File: src/vnfc_defines.svh
// Constants for the vector number format converter
`ifndef VNFC_DEFINES_SVH
`define VNFC_DEFINES_SVH

// Vector shape and fixed-point formats
`define LANES       4
`define IN_W        24
`define IN_FRAC     12
`define OUT_W       16
`define OUT_FRAC    8
`define DROP        (`IN_FRAC - `OUT_FRAC)
`define RND_W       (`IN_W + 1 - `DROP)
`define LEAD_W      5

// Floating-point formats
`define FLT_W       64
`define SGL_EXP_W   8
`define SGL_FRAC_W  23
`define DBL_EXP_W   11
`define DBL_FRAC_W  52
`define CUS_EXP_W   6
`define CUS_FRAC_W  9
`define SGL_BIAS    ((1 << (`SGL_EXP_W - 1)) - 1)
`define DBL_BIAS    ((1 << (`DBL_EXP_W - 1)) - 1)
`define CUS_BIAS    ((1 << (`CUS_EXP_W - 1)) - 1)

// Latency in sample periods and pipelining
`define LATENCY     3
`define PIPELINE    1
`define CORE_MAX    2

// Register port
`define ADDR_W      4
`define DATA_W      32
`define CTRL_OFS    4'h0
`define STAT_OFS    4'h4
`define INFO_OFS    4'h8
`define CTRL_RST    32'h0000_0025
`define CTRL_TYPE   1:0
`define CTRL_SGN    2
`define CTRL_QNT    4:3
`define CTRL_OVF    6:5
`define CTRL_FMT    8:7
`define STAT_OVF    0
`define INFO_LANES  7:0
`define INFO_LAT    15:8
`define INFO_PIPE   16

`endif

File: src/vnfc_pkg.sv
// Types for the vector number format converter
`default_nettype none
package vnfc_pkg;
    typedef enum logic [1:0] {
        OT_BOOL  = 2'b00,
        OT_FIXED = 2'b01,
        OT_FLOAT = 2'b10
    } out_type_t;
    typedef enum logic [1:0] {
        Q_TRUNC = 2'b00,
        Q_SYM   = 2'b01,
        Q_CONV  = 2'b10
    } quant_t;
    typedef enum logic [1:0] {
        OV_SAT                   = 2'b00,
        OV_WRAP                  = 2'b01,
        OVERFLOW_REPORT_SIM_ONLY = 2'b10
    } ovf_t;
    typedef enum logic [1:0] {
        F_SINGLE = 2'b00,
        F_DOUBLE = 2'b01,
        F_CUSTOM = 2'b10
    } flt_t;
endpackage
`default_nettype wire

File: src/vector_number_format_converter.sv
// Vector number format converter with rounding, overflow and latency control
`timescale 1ns/1ps
`default_nettype none
`include "vnfc_defines.svh"
module vector_number_format_converter
    import vnfc_pkg::*;
(
    // Clock and reset
    input  wire logic                       mclk,
    input  wire logic                       resetn,
    // Register port
    input  wire logic [`ADDR_W-1:0]         reg_addr,
    input  wire logic [`DATA_W-1:0]         reg_wdata,
    input  wire logic                       reg_wr,
    input  wire logic                       reg_rd,
    output logic      [`DATA_W-1:0]         reg_rdata,
    // Sample stream
    input  wire logic                       en,
    input  wire logic                       in_valid,
    input  wire logic [`LANES*`IN_W-1:0]    din,
    output logic                            out_valid,
    output logic      [`LANES*`FLT_W-1:0]   dout
);
    localparam int parallel_lane_count = `LANES;
    localparam int LAT  = `LATENCY;
    localparam int CORE = (LAT == 0) ? 0 : ((`PIPELINE == 0) ? 1 :
                          ((LAT < `CORE_MAX) ? LAT : `CORE_MAX));
    localparam int TAIL = LAT - CORE;
    localparam int D    = `DROP;
    localparam int RW   = `RND_W;
    localparam int OW   = `OUT_W;
    localparam int FW   = `FLT_W;
    localparam int XW   = `IN_W;

    // Output range limits and rounding offsets
    localparam logic signed [RW-1:0] SMAX = RW'((1 << (OW - 1)) - 1);
    localparam logic signed [RW-1:0] SMIN = ~SMAX;
    localparam logic signed [RW-1:0] UMAX = RW'((1 << OW) - 1);
    localparam logic [XW:0]          HALF = (XW+1)'(1 << (D - 1));
    localparam logic [XW:0]          ONE  = (XW+1)'(1);

    logic [`DATA_W-1:0]                  ctrl_r;
    logic                                ovf_seen_r;
    logic [`DATA_W-1:0]                  rdata_nxt;
    out_type_t                           otype_c;
    quant_t                              quant_c;
    ovf_t                                ovf_c;
    flt_t                                fmt_c;
    logic                                sgn_c;
    out_type_t                           otype_a;
    ovf_t                                ovf_a;
    logic                                sgn_a;
    logic [parallel_lane_count-1:0][XW-1:0] x_c;
    logic [parallel_lane_count-1:0][RW-1:0] r_c;
    logic [parallel_lane_count-1:0][RW-1:0] r_a;
    logic [parallel_lane_count-1:0][FW-1:0] flt_c;
    logic [parallel_lane_count-1:0][FW-1:0] flt_a;
    logic [parallel_lane_count-1:0]      bool_c;
    logic [parallel_lane_count-1:0]      bool_a;
    logic [parallel_lane_count-1:0]      hi_b;
    logic [parallel_lane_count-1:0]      lo_b;
    logic [parallel_lane_count-1:0]      ovf_b;
    logic [parallel_lane_count-1:0][OW-1:0] fx_b;
    logic [parallel_lane_count-1:0][FW-1:0] w_b;
    logic [parallel_lane_count-1:0][FW-1:0] core_q;
    logic [parallel_lane_count-1:0][FW-1:0] out_q;
    logic                                vld_b;

    // Mode fields as seen by the first stage
    assign otype_c = out_type_t'(ctrl_r[`CTRL_TYPE]);
    assign sgn_c   = ctrl_r[`CTRL_SGN];
    assign quant_c = quant_t'(ctrl_r[`CTRL_QNT]);
    assign ovf_c   = ovf_t'(ctrl_r[`CTRL_OVF]);
    assign fmt_c   = flt_t'(ctrl_r[`CTRL_FMT]);

    // Control register write
    always_ff @(posedge mclk or negedge resetn)
    begin
        if (!resetn)
            ctrl_r <= `CTRL_RST;
        else if (reg_wr && reg_addr == `CTRL_OFS)
            ctrl_r <= reg_wdata;
    end

    // Sticky overflow seen; a new event beats a clear in the same cycle
    always_ff @(posedge mclk or negedge resetn)
    begin
        if (!resetn)
            ovf_seen_r <= 1'b0;
        else if (en && vld_b && (|ovf_b))
            ovf_seen_r <= 1'b1;
        else if (reg_wr && reg_addr == `STAT_OFS && reg_wdata[`STAT_OVF])
            ovf_seen_r <= 1'b0;
    end

    // Read mux; data only in the cycle after the strobe
    always_comb
    begin
        rdata_nxt = '0;
        if (reg_rd)
        begin
            unique case (reg_addr)
                `CTRL_OFS: rdata_nxt = ctrl_r;
                `STAT_OFS: rdata_nxt[`STAT_OVF] = ovf_seen_r;
                `INFO_OFS:
                begin
                    rdata_nxt[`INFO_LANES] = 8'(parallel_lane_count);
                    rdata_nxt[`INFO_LAT]   = 8'(LAT);
                    rdata_nxt[`INFO_PIPE]  = (`PIPELINE != 0);
                end
                default:   rdata_nxt = '0;
            endcase
        end
    end

    always_ff @(posedge mclk or negedge resetn)
    begin
        if (!resetn)
            reg_rdata <= '0;
        else
            reg_rdata <= rdata_nxt;
    end

    // Per-lane conversion, identical settings on every lane
    for (genvar g = 0; g < parallel_lane_count; g++)
    begin : g_lane
        logic [XW:0] ext;
        logic [XW:0] add;
        logic [XW:0] sum;

        assign x_c[g] = din[g*XW +: XW];
        assign ext    = {x_c[g][XW-1], x_c[g]};

        // Rounding offset added before the low bits are dropped
        always_comb
        begin
            unique case (quant_c)
                Q_SYM:   add = HALF - {{XW{1'b0}}, x_c[g][XW-1]};
                Q_CONV:  add = HALF - ONE + {{XW{1'b0}}, x_c[g][D]};
                default: add = '0;
            endcase
        end

        assign sum    = ext + add;
        assign r_c[g] = sum[XW:D];
        assign bool_c[g] = |x_c[g];

        float_encoder u_flt
        (
            .x   (x_c[g]),
            .fmt (fmt_c),
            .y   (flt_c[g])
        );

        // Range compare for saturation
        assign hi_b[g]  = sgn_a ? ($signed(r_a[g]) > SMAX) : ($signed(r_a[g]) > UMAX);
        assign lo_b[g]  = sgn_a ? ($signed(r_a[g]) < SMIN) : r_a[g][RW-1];
        assign ovf_b[g] = (otype_a == OT_FIXED) && (hi_b[g] || lo_b[g]);

        // Clamp, or keep the low bits for wrap and report modes
        always_comb
        begin
            fx_b[g] = r_a[g][OW-1:0];
            if (ovf_a == OV_SAT && hi_b[g])
                fx_b[g] = sgn_a ? SMAX[OW-1:0] : UMAX[OW-1:0];
            else if (ovf_a == OV_SAT && lo_b[g])
                fx_b[g] = sgn_a ? SMIN[OW-1:0] : '0;
        end

        // Lane word by output type
        always_comb
        begin
            unique case (otype_a)
                OT_BOOL:  w_b[g] = {{(FW-1){1'b0}}, bool_a[g]};
                OT_FIXED: w_b[g] = sgn_a ? {{(FW-OW){fx_b[g][OW-1]}}, fx_b[g]}
                                         : {{(FW-OW){1'b0}}, fx_b[g]};
                OT_FLOAT: w_b[g] = flt_a[g];
                default:  w_b[g] = '0;
            endcase
        end

        assign dout[g*FW +: FW] = out_q[g];
    end

    // Inner pipeline stage between rounding and overflow handling
    if (CORE == 2)
    begin : g_stage_a
        always_ff @(posedge mclk or negedge resetn)
        begin
            if (!resetn)
            begin
                r_a     <= '0;
                flt_a   <= '0;
                bool_a  <= '0;
                otype_a <= OT_BOOL;
                ovf_a   <= OV_SAT;
                sgn_a   <= 1'b0;
            end
            else if (en)
            begin
                r_a     <= r_c;
                flt_a   <= flt_c;
                bool_a  <= bool_c;
                otype_a <= otype_c;
                ovf_a   <= ovf_c;
                sgn_a   <= sgn_c;
            end
        end
    end
    else
    begin : g_no_stage_a
        assign r_a     = r_c;
        assign flt_a   = flt_c;
        assign bool_a  = bool_c;
        assign otype_a = otype_c;
        assign ovf_a   = ovf_c;
        assign sgn_a   = sgn_c;
    end

    // Core output register
    if (CORE >= 1)
    begin : g_core_out
        always_ff @(posedge mclk or negedge resetn)
        begin
            if (!resetn)
                core_q <= '0;
            else if (en)
                core_q <= w_b;
        end
    end
    else
    begin : g_core_wire
        assign core_q = w_b;
    end

    // Remaining latency as a shift register after the core
    if (TAIL > 0)
    begin : g_tail
        logic [parallel_lane_count-1:0][FW-1:0] sr_r [TAIL];
        always_ff @(posedge mclk or negedge resetn)
        begin
            if (!resetn)
            begin
                for (int i = 0; i < TAIL; i++)
                    sr_r[i] <= '0;
            end
            else if (en)
            begin
                sr_r[0] <= core_q;
                for (int i = 1; i < TAIL; i++)
                    sr_r[i] <= sr_r[i-1];
            end
        end
        assign out_q = sr_r[TAIL-1];
    end
    else
    begin : g_no_tail
        assign out_q = core_q;
    end

    // Valid travels beside the data, shared by all lanes
    if (LAT > 0)
    begin : g_valid
        logic [LAT-1:0] vld_r;
        always_ff @(posedge mclk or negedge resetn)
        begin
            if (!resetn)
                vld_r <= '0;
            else if (en)
                vld_r <= LAT'({vld_r, in_valid});
        end
        assign out_valid = vld_r[LAT-1];
        assign vld_b     = (CORE == 2) ? vld_r[0] : in_valid;
    end
    else
    begin : g_no_valid
        assign out_valid = in_valid;
        assign vld_b     = in_valid;
    end

    // Checking helpers: rounding error of lane 0 and a run of enables
    localparam logic signed [XW+1:0] HALF_S = (XW+2)'(1 << (D - 1));
    logic signed [XW+1:0] err0;
    logic [3:0]           en_run_r;

    assign err0 = $signed({x_c[0][XW-1], x_c[0][XW-1], x_c[0]})
                - ($signed({r_c[0][RW-1], r_c[0]}) <<< D);

    always_ff @(posedge mclk or negedge resetn)
    begin
        if (!resetn)
            en_run_r <= '0;
        else if (!en)
            en_run_r <= '0;
        else if (en_run_r != 4'hF)
            en_run_r <= en_run_r + 4'h1;
    end
endmodule
`default_nettype wire

File: src/float_encoder.sv
// Fixed-point to floating-point encoder for one lane
`timescale 1ns/1ps
`default_nettype none
`include "vnfc_defines.svh"
module float_encoder
    import vnfc_pkg::*;
(
    // Sample and target format
    input  wire logic [`IN_W-1:0]  x,
    input  wire flt_t              fmt,
    // Packed result, low aligned
    output logic      [`FLT_W-1:0] y
);
    logic                     sgn;
    logic [`IN_W-1:0]         mag;
    logic [`LEAD_W-1:0]       lead;
    logic [`FLT_W-1:0]        norm;
    logic signed [12:0]       e_s;
    logic [12:0]              e_sgl;
    logic [12:0]              e_dbl;
    logic [12:0]              e_cus;

    // Sign and magnitude; the most negative code still fits unsigned
    assign sgn = x[`IN_W-1];
    assign mag = sgn ? (~x + 1'b1) : x;

    // Position of the leading one
    always_comb
    begin
        lead = '0;
        for (int i = 0; i < `IN_W; i++)
        begin
            if (mag[i])
                lead = `LEAD_W'(i);
        end
    end

    // Leading one moved to the top bit, exponent before bias
    assign norm  = {mag, {(`FLT_W - `IN_W){1'b0}}} << (`LEAD_W'(`IN_W - 1) - lead);
    assign e_s   = $signed({8'h00, lead}) - $signed(13'(`IN_FRAC));
    assign e_sgl = e_s + 13'(`SGL_BIAS);
    assign e_dbl = e_s + 13'(`DBL_BIAS);
    assign e_cus = e_s + 13'(`CUS_BIAS);

    // Pack sign, biased exponent and truncated fraction; zero stays zero
    always_comb
    begin
        y = '0;
        if (mag != '0)
        begin
            unique case (fmt)
                F_SINGLE: y[`SGL_EXP_W+`SGL_FRAC_W:0] =
                    {sgn, e_sgl[`SGL_EXP_W-1:0], norm[`FLT_W-2 -: `SGL_FRAC_W]};
                F_DOUBLE: y[`DBL_EXP_W+`DBL_FRAC_W:0] =
                    {sgn, e_dbl[`DBL_EXP_W-1:0], norm[`FLT_W-2 -: `DBL_FRAC_W]};
                F_CUSTOM: y[`CUS_EXP_W+`CUS_FRAC_W:0] =
                    {sgn, e_cus[`CUS_EXP_W-1:0], norm[`FLT_W-2 -: `CUS_FRAC_W]};
                default:  y = '0;
            endcase
        end
    end
endmodule
`default_nettype wire

File: config.mk
export PLATFORM = sky130hd
export DESIGN_NAME = vector_number_format_converter
export DESIGN_NICKNAME = d
export VERILOG_FILES = /design/src/vnfc_pkg.sv /design/src/vector_number_format_converter.sv /design/src/float_encoder.sv
export VERILOG_INCLUDE_DIRS = /design/src
export SDC_FILE = /design/constraint.sdc
export NUM_CORES = 2
export LEC_CHECK = 0
export BUFFER_PORTS_ARGS = -buffer_cell sky130_fd_sc_hd__buf_4
export CORE_UTILIZATION = 30
export DETAILED_ROUTE_END_ITERATION = 8
export PLACE_DENSITY_LB_ADDON = 0.25
export REMOVE_ABC_BUFFERS = 1
export SLEW_MARGIN = 10
export SYNTH_ARGS = -nofsm -noshare
export SYNTH_HDL_FRONTEND = slang
export SYNTH_HIERARCHICAL = 1
export SYNTH_SLANG_ARGS = --single-unit
File: constraint.sdc
create_clock -name mclk -period 6.2 [get_ports mclk]
set_input_delay 1.24 -clock mclk [delete_from_list [all_inputs] [get_ports mclk]]
set_output_delay 1.24 -clock mclk [all_outputs]
set_load 0.01 [all_outputs]
# Word-level counts from Yosys, hierarchy flattened
# Index checks and enable logic that the tools add are counted.
[word_totals]
reg_bits = 929
latchBits = 0
ramBits = 0
mem_bits_ro = 0
word_cells = 271
n_memories = 0
[op_classes]
n_addsub = 36
mul = 0
div = 0
n_lt_le_gt_ge = 12
eq_ne = 8
n_shift = 4
n_mux = 148
bitwise_logic = 4
n_reduce_logical = 35
[ops]
columns = ["cell", "n"]
rows = [
  ["64-bit one-hot mux with 3 select lines", 4],
  ["64-bit 2-to-1 mux", 8],
  ["64-bit by 5-bit << shifter with 63-bit output", 4],
  ["25-bit one-hot mux with 2 select lines", 4],
  ["16-bit one-hot mux with 3 select lines", 4],
  ["16-bit 2-to-1 mux", 10],
  ["32-bit 2-to-1 mux", 5],
  ["5-bit 2-to-1 mux", 32],
  ["16-bit one-hot mux with 2 select lines", 5],
  ["4-bit 2-to-1 mux", 32],
  ["25-bit adder", 4],
  ["24-bit by 1-bit adder with 24-bit output, second input constant", 4],
  ["24-bit 2-to-1 mux", 4],
  ["24-bit inverter", 4],
  ["24-bit nonzero test", 4],
  ["24-bit OR reduction", 4],
  ["21-bit by 16-bit greater-than comparator with 1-bit output, second input constant", 4],
  ["21-bit by 17-bit greater-than comparator with 1-bit output, second input constant", 4],
  ["21-bit by 16-bit < comparator with 1-bit output, second input constant", 4],
  ["3-bit 2-to-1 mux", 16],
  ["6-bit by 11-bit adder with 11-bit output, second input constant", 4],
  ["6-bit by 8-bit adder with 8-bit output, second input constant", 4],
  ["6-bit adder, second input constant", 4],
  ["5-bit by 4-bit subtractor with 6-bit output, second input constant", 4],
  ["17 further kinds", 71],
]

# Longest topological paths before layout
[logic_depth]
word_depth = 30
depth_mapped = 23

# Cells and area by module
# Netlist, hierarchy kept.
[by_module_without_submodules]
columns = ["mod", "n_inst", "cells_per_inst", "area_per_inst_um2"]
rows = [
  ["vector_number_format_converter", 1, 3180, 38331.8],
  ["float_encoder (g_lane[0].u_flt ...)", 3, 550, 3626.0],
  ["float_encoder (g_lane[3].u_flt)", 1, 531, 3543.4],
]

# Worst setup path before layout
# OpenSTA, ideal clock, no wires.
[synth_path]
path_type = "input to register"
from = "input port din[48]"
to = "register flt_a[158] (netlist bit)"
setup_time_ps = 125
arrival_ps = 5635
required_ps = 6075
setup_slack_ps = 441
cell_stages = 18
cell_sequence = "buf_2 -> inv_1 -> ha_1 -> nor3b_1 -> nand2_1 -> or4_1 -> a211oi_1 -> o221ai_1 -> nand2b_1 -> inv_1 -> buf_2 -> buf_2 -> ha_1 -> nor4_4 -> a21boi_0 -> o22a_1 -> a31o_2 -> mux2_2"
[synth_rtl]
columns = ["element", "line_no", "text"]
rows = [
  ["start, declared", "vector_number_format_converter.sv:20", "input wire logic [`LANES*`IN_W-1:0] din,"],
  ["end signal, assigned", "vector_number_format_converter.sv:202", "flt_a <= flt_c;"],
  ["end, declared", "vector_number_format_converter.sv:57", "logic [parallel_lane_count-1:0][FW-1:0] flt_a;"],
]

==> results.toml <==
[critical_path]
slowest_delay_ns = 0.47
critical_path_peak_fanout = 14
worst_ep_arrival_time_ns = 5.94
r2r_cells = 9
critical_path_start_end_classification = "in2reg"
worstReg2RegStart = "ctrl_r[3]$_DFFE_PN0P_"
critical_path.endpoint_type = "register"
cp_common_cell = "sky130_fd_sc_hd__buf_4"
worstReg2RegEnd = "r_a[16]$_DFFE_PN0P_"
setup.worst_path.start_class = "input pin"
slowest_stage = "sky130_fd_sc_hd__nor3_1"
cp_required_ns = 6.88
reg2reg_setup_slack_ns = 2.35
crit_chain = "buf_4, inv_1, ha_1, or3b_1, buf_4, nor3_1, a21oi_1, and4_1, a311o_1, a21o_1, inv_6, mux2i_1, mux2i_1, a211oi_1, a21oi_1, buf_4, a2111oi_2, mux2_2"

[clock_tree]
post_cts_resize_count = 0
post-cts-setup-buffer-count = 0
cts_tree = "yes"
clock_tree.buffer_depth = 3
cts_hold_repair.buffers = 0
cts_inserted_buffers = 107
worst_setup_hold_path_clk_slew_ns = 0.06
ctsHtreeMaxLevel = 3
clk-insertion-delay-late_ns = 0.75
clock_tree.root_cell = "sky130_fd_sc_hd__clkbuf_16"
clk_sink_count = 929

[logic_synthesis]
netlist-cell-type-count = 109
post_synth_main_area_contributors = "sky130_fd_sc_hd__dfrtp_1 (44%), sky130_fd_sc_hd__mux2_2 (12%), sky130_fd_sc_hd__a21oi_1 (4.4%)"
post_synthesis_sequential_element_count = 929
synth_area_um2 = 52800
yosys.area_share.xor_xnor_pct = 2.57
netlist.area_leader.share_pct = 43.9
ys_warn_count = 6
synth_cells = 5361
synth_ff_type = "sky130_fd_sc_hd__dfrtp_1"
synth_adder_area_share_pct = 0.806
synth_area_leader_cell = "sky130_fd_sc_hd__dfrtp_1"
sequential_to_total_area_share_from_yosys_stat_pct = 44.1
mux_contribution_to_synthesized_area_pct = 15.5
syn_avg_cell_area_um2 = 9.84
post_synth_and_or_nand_nor_area_fraction_pct = 13.9
combinational_family_with_the_most_area_after_synthesis = "compound AO/OA/AOI/OAI gates"
synthArstFlopShare_pct = 100
synth_compound_gate_area_share_pct = 18.9
synth_edf_count = 0

[grt]
grt_max_degree = 175
grt_pass1_vias = 43242
grt_use_total_pct = 20.4
grt_pass1_wl_mm = 283
grt.overflow.total = 0
grt_antenna_before_repair = 14

[timing]
finalHoldViolations = 0
final-setup-viol-count = 0
layout_worst_path_cycle_share_pct = 84.9
clock_skew_ns = 0.0388
report.final.slew_viol_count = 0
worstMarginPinSlew_ns = 1.21
rsz0062_at_grt = "no"
worst_slew_margin_rel_pct = 19.1
setup-tns-final_ns = 0
fin_worst_hold_slack_ns = 0.469
finalWorstPathRequiredPeriod_ns = 5.26
max_clock_freq_ghz = 0.190

[power_and_ir_drop]
power_switching_share_pct = 33.7
power.density_cell_area_nw_per_um2 = 326
p_leak_nw = 26.4
clock_network_power_share_pct = 32.3
sequentialPowerShare_pct = 39.6
share_of_power_burned_in_combinational_logic_pct = 28.0
p_total_mw = 20.4
ir_worst_vdd_v = 0.000245
power_switching_mw = 6.88
internal_power_contribution_mw = 13.5

[detailed_routing]
detailedRoute.firstIterationViolations = 3684
drtPass1Iterations = 5
vias_per_cell = 5.39
wirelength_mm = 185
dr_total_vias = 43666
drcViolationCount = 0
wl_per_cell_um = 22.9
antenna_violating_nets_post_route = 0

[floorplanning]
fp.dieH_um = 421
floorplan.die_area_um2 = 178000
core_region_area_um2 = 174000
standard_cell_rows = 153
io_pins = 427
chipWidth_um = 421
starting_density_of_the_core_pct = 30.3

[status]
run_status = "finished clean"

[min_path]
hold_path.class = "in2async"

[layout]
fin_cells = 8099
area_growth_syn_to_layout_pct = 18.5
num-nets-final = 5844
drive_above_1_share_pct = 27.0

[placed_design]
post-place-cells = 7888
place.port_buffers = 426
finalWeightedCongestion = 0.925
detailedPlacementHpwl_mm = 133

[job]
max_cap_violation_count = 0
[through the flow]
stage                     util [%]  setup WS (ns)  area (um2)
after floorplan                  -         -0.583       50900
after global placement        33.8          0.288       58800
after detailed placement      33.8          0.216       58800
after CTS                     35.9           1.05       62500
after global routing          35.9          0.801       62500
final                         35.9          0.936       62500
[power by group through the flow]
| stage | sequential (mW) | combinational (mW) | clock, mW |
|---|---|---|---|
| final | 8.08 | 5.72 | 6.59 |
| after global routing | 8.25 | 6.23 | 7.06 |
| after CTS | 8.11 | 5.78 | 6.83 |
| after detailed placement | 8.21 | 5.75 | 0 |
| after global placement | 8.19 | 5.74 | 0 |
| after floorplan | 8.10 | 2.89 | 0 |
[kinds of logic (layout without fill, tap and decap cells)]
family,after synthesis,count (layout)
xor gates and xnor gates,155,155
other,0,10
DFF,929,929
and+or+nand+nor,1445,1445
adders and majority gates,34,34
AOI/OAI and AO/OA,1533,1533
muxes,739,739
buffers and inverters,526,929
[worst max-delay path by stage]
stage	start	endpoint	slack [ns]	cells past startpoint
global placement	din[72]	flt_a[199]$_DFFE_PN0P_	0.29	18
finish	din[72]	flt_a[193]$_DFFE_PN0P_	0.94	18
global route	din[72]	flt_a[194]$_DFFE_PN0P_	0.80	18
CTS	din[72]	flt_a[193]$_DFFE_PN0P_	1.05	18
detailed placement	din[72]	flt_a[193]$_DFFE_PN0P_	0.22	18
floorplan	otype_a[1]$_DFFE_PN0P_	core_q[207]$_DFFE_PN0P_	-0.58	3
[per-layer routing]
layer | up-vias | global-route usage [%] | share of wire, %
met5 | - | 0 | 0.0092
met4 | 2 | 8.43 | 3.9
met3 | 264 | 2.67 | 4.4
met2 | 1105 | 33.2 | 48
met1 | 21891 | 27.2 | 44
li1 | 20404 | - | -
[layout make-up]
type	count	area (um2)
fill	17813	112000
multi-input combinational	3906	27400
sequential	929	23300
timing repair buffer	634	4910
clock buffer	148	3050
tap	2325	2910
clock inverter	53	608
inverter	94	363
antenna	10	25.0
[flip-flops by register name, indices dropped and copies added (netlist names)]
signal,cells
bool_a,4
ovf_a,2
core_q,256
flt_a,256
g_valid.vld_r,3
dout,256
r_a,84
reg_rdata,32
sgn_a,1
ctrl_r,32
otype_a,2
ovf_seen_r,1
[cell usage in the layout (no fill, tap or decap), drive strengths merged, types with 41 or more instances in the layout]
master	n
or3	63
and2	45
nand2	356
or4	47
xor2	82
nand3	76
a31oi	81
o21a	67
nor4	70
o31ai	72
a211oi	78
clkbuf	148
a21oi	469
o211ai	41
mux2i	153
mux2	583
buf	634
nor2	420
o21ai	379
nand2b	58
nor3	141
dfrtp	926
xnor2	73
inv	104
nand4	41
[critical path: cells and delay by family]
family	cells	cell delay, ns
multiplexers	3	0.81
buffers and inverters	5	0.86
AO/OA/AOI/OAI	6	1.61
adder cells (fa/ha/maj)	1	0.30
AND/OR/NAND/NOR	3	1.11
[synth_stat cells, types with 43 or more instances]
cell type / instances
sky130_fd_sc_hd__dfrtp_1: 926
sky130_fd_sc_hd__mux2_2: 580
sky130_fd_sc_hd__a21oi_1: 463
sky130_fd_sc_hd__nor2_1: 411
sky130_fd_sc_hd__nand2_1: 356
sky130_fd_sc_hd__o21ai_0: 344
sky130_fd_sc_hd__clkbuf_1: 324
sky130_fd_sc_hd__mux2i_1: 150
sky130_fd_sc_hd__nor3_1: 135
sky130_fd_sc_hd__xor2_1: 82
sky130_fd_sc_hd__inv_1: 81
sky130_fd_sc_hd__a31oi_1: 80
sky130_fd_sc_hd__buf_2: 74
sky130_fd_sc_hd__nand3_1: 73
sky130_fd_sc_hd__xnor2_1: 73
sky130_fd_sc_hd__a211oi_1: 72
sky130_fd_sc_hd__o21a_1: 67
sky130_fd_sc_hd__o31ai_1: 65
sky130_fd_sc_hd__or3_1: 63
sky130_fd_sc_hd__nand2b_1: 58
sky130_fd_sc_hd__nor4_1: 56
sky130_fd_sc_hd__and2_1: 45
sky130_fd_sc_hd__or4_1: 43
Note: power is estimated with default switching activity, not from simulation.
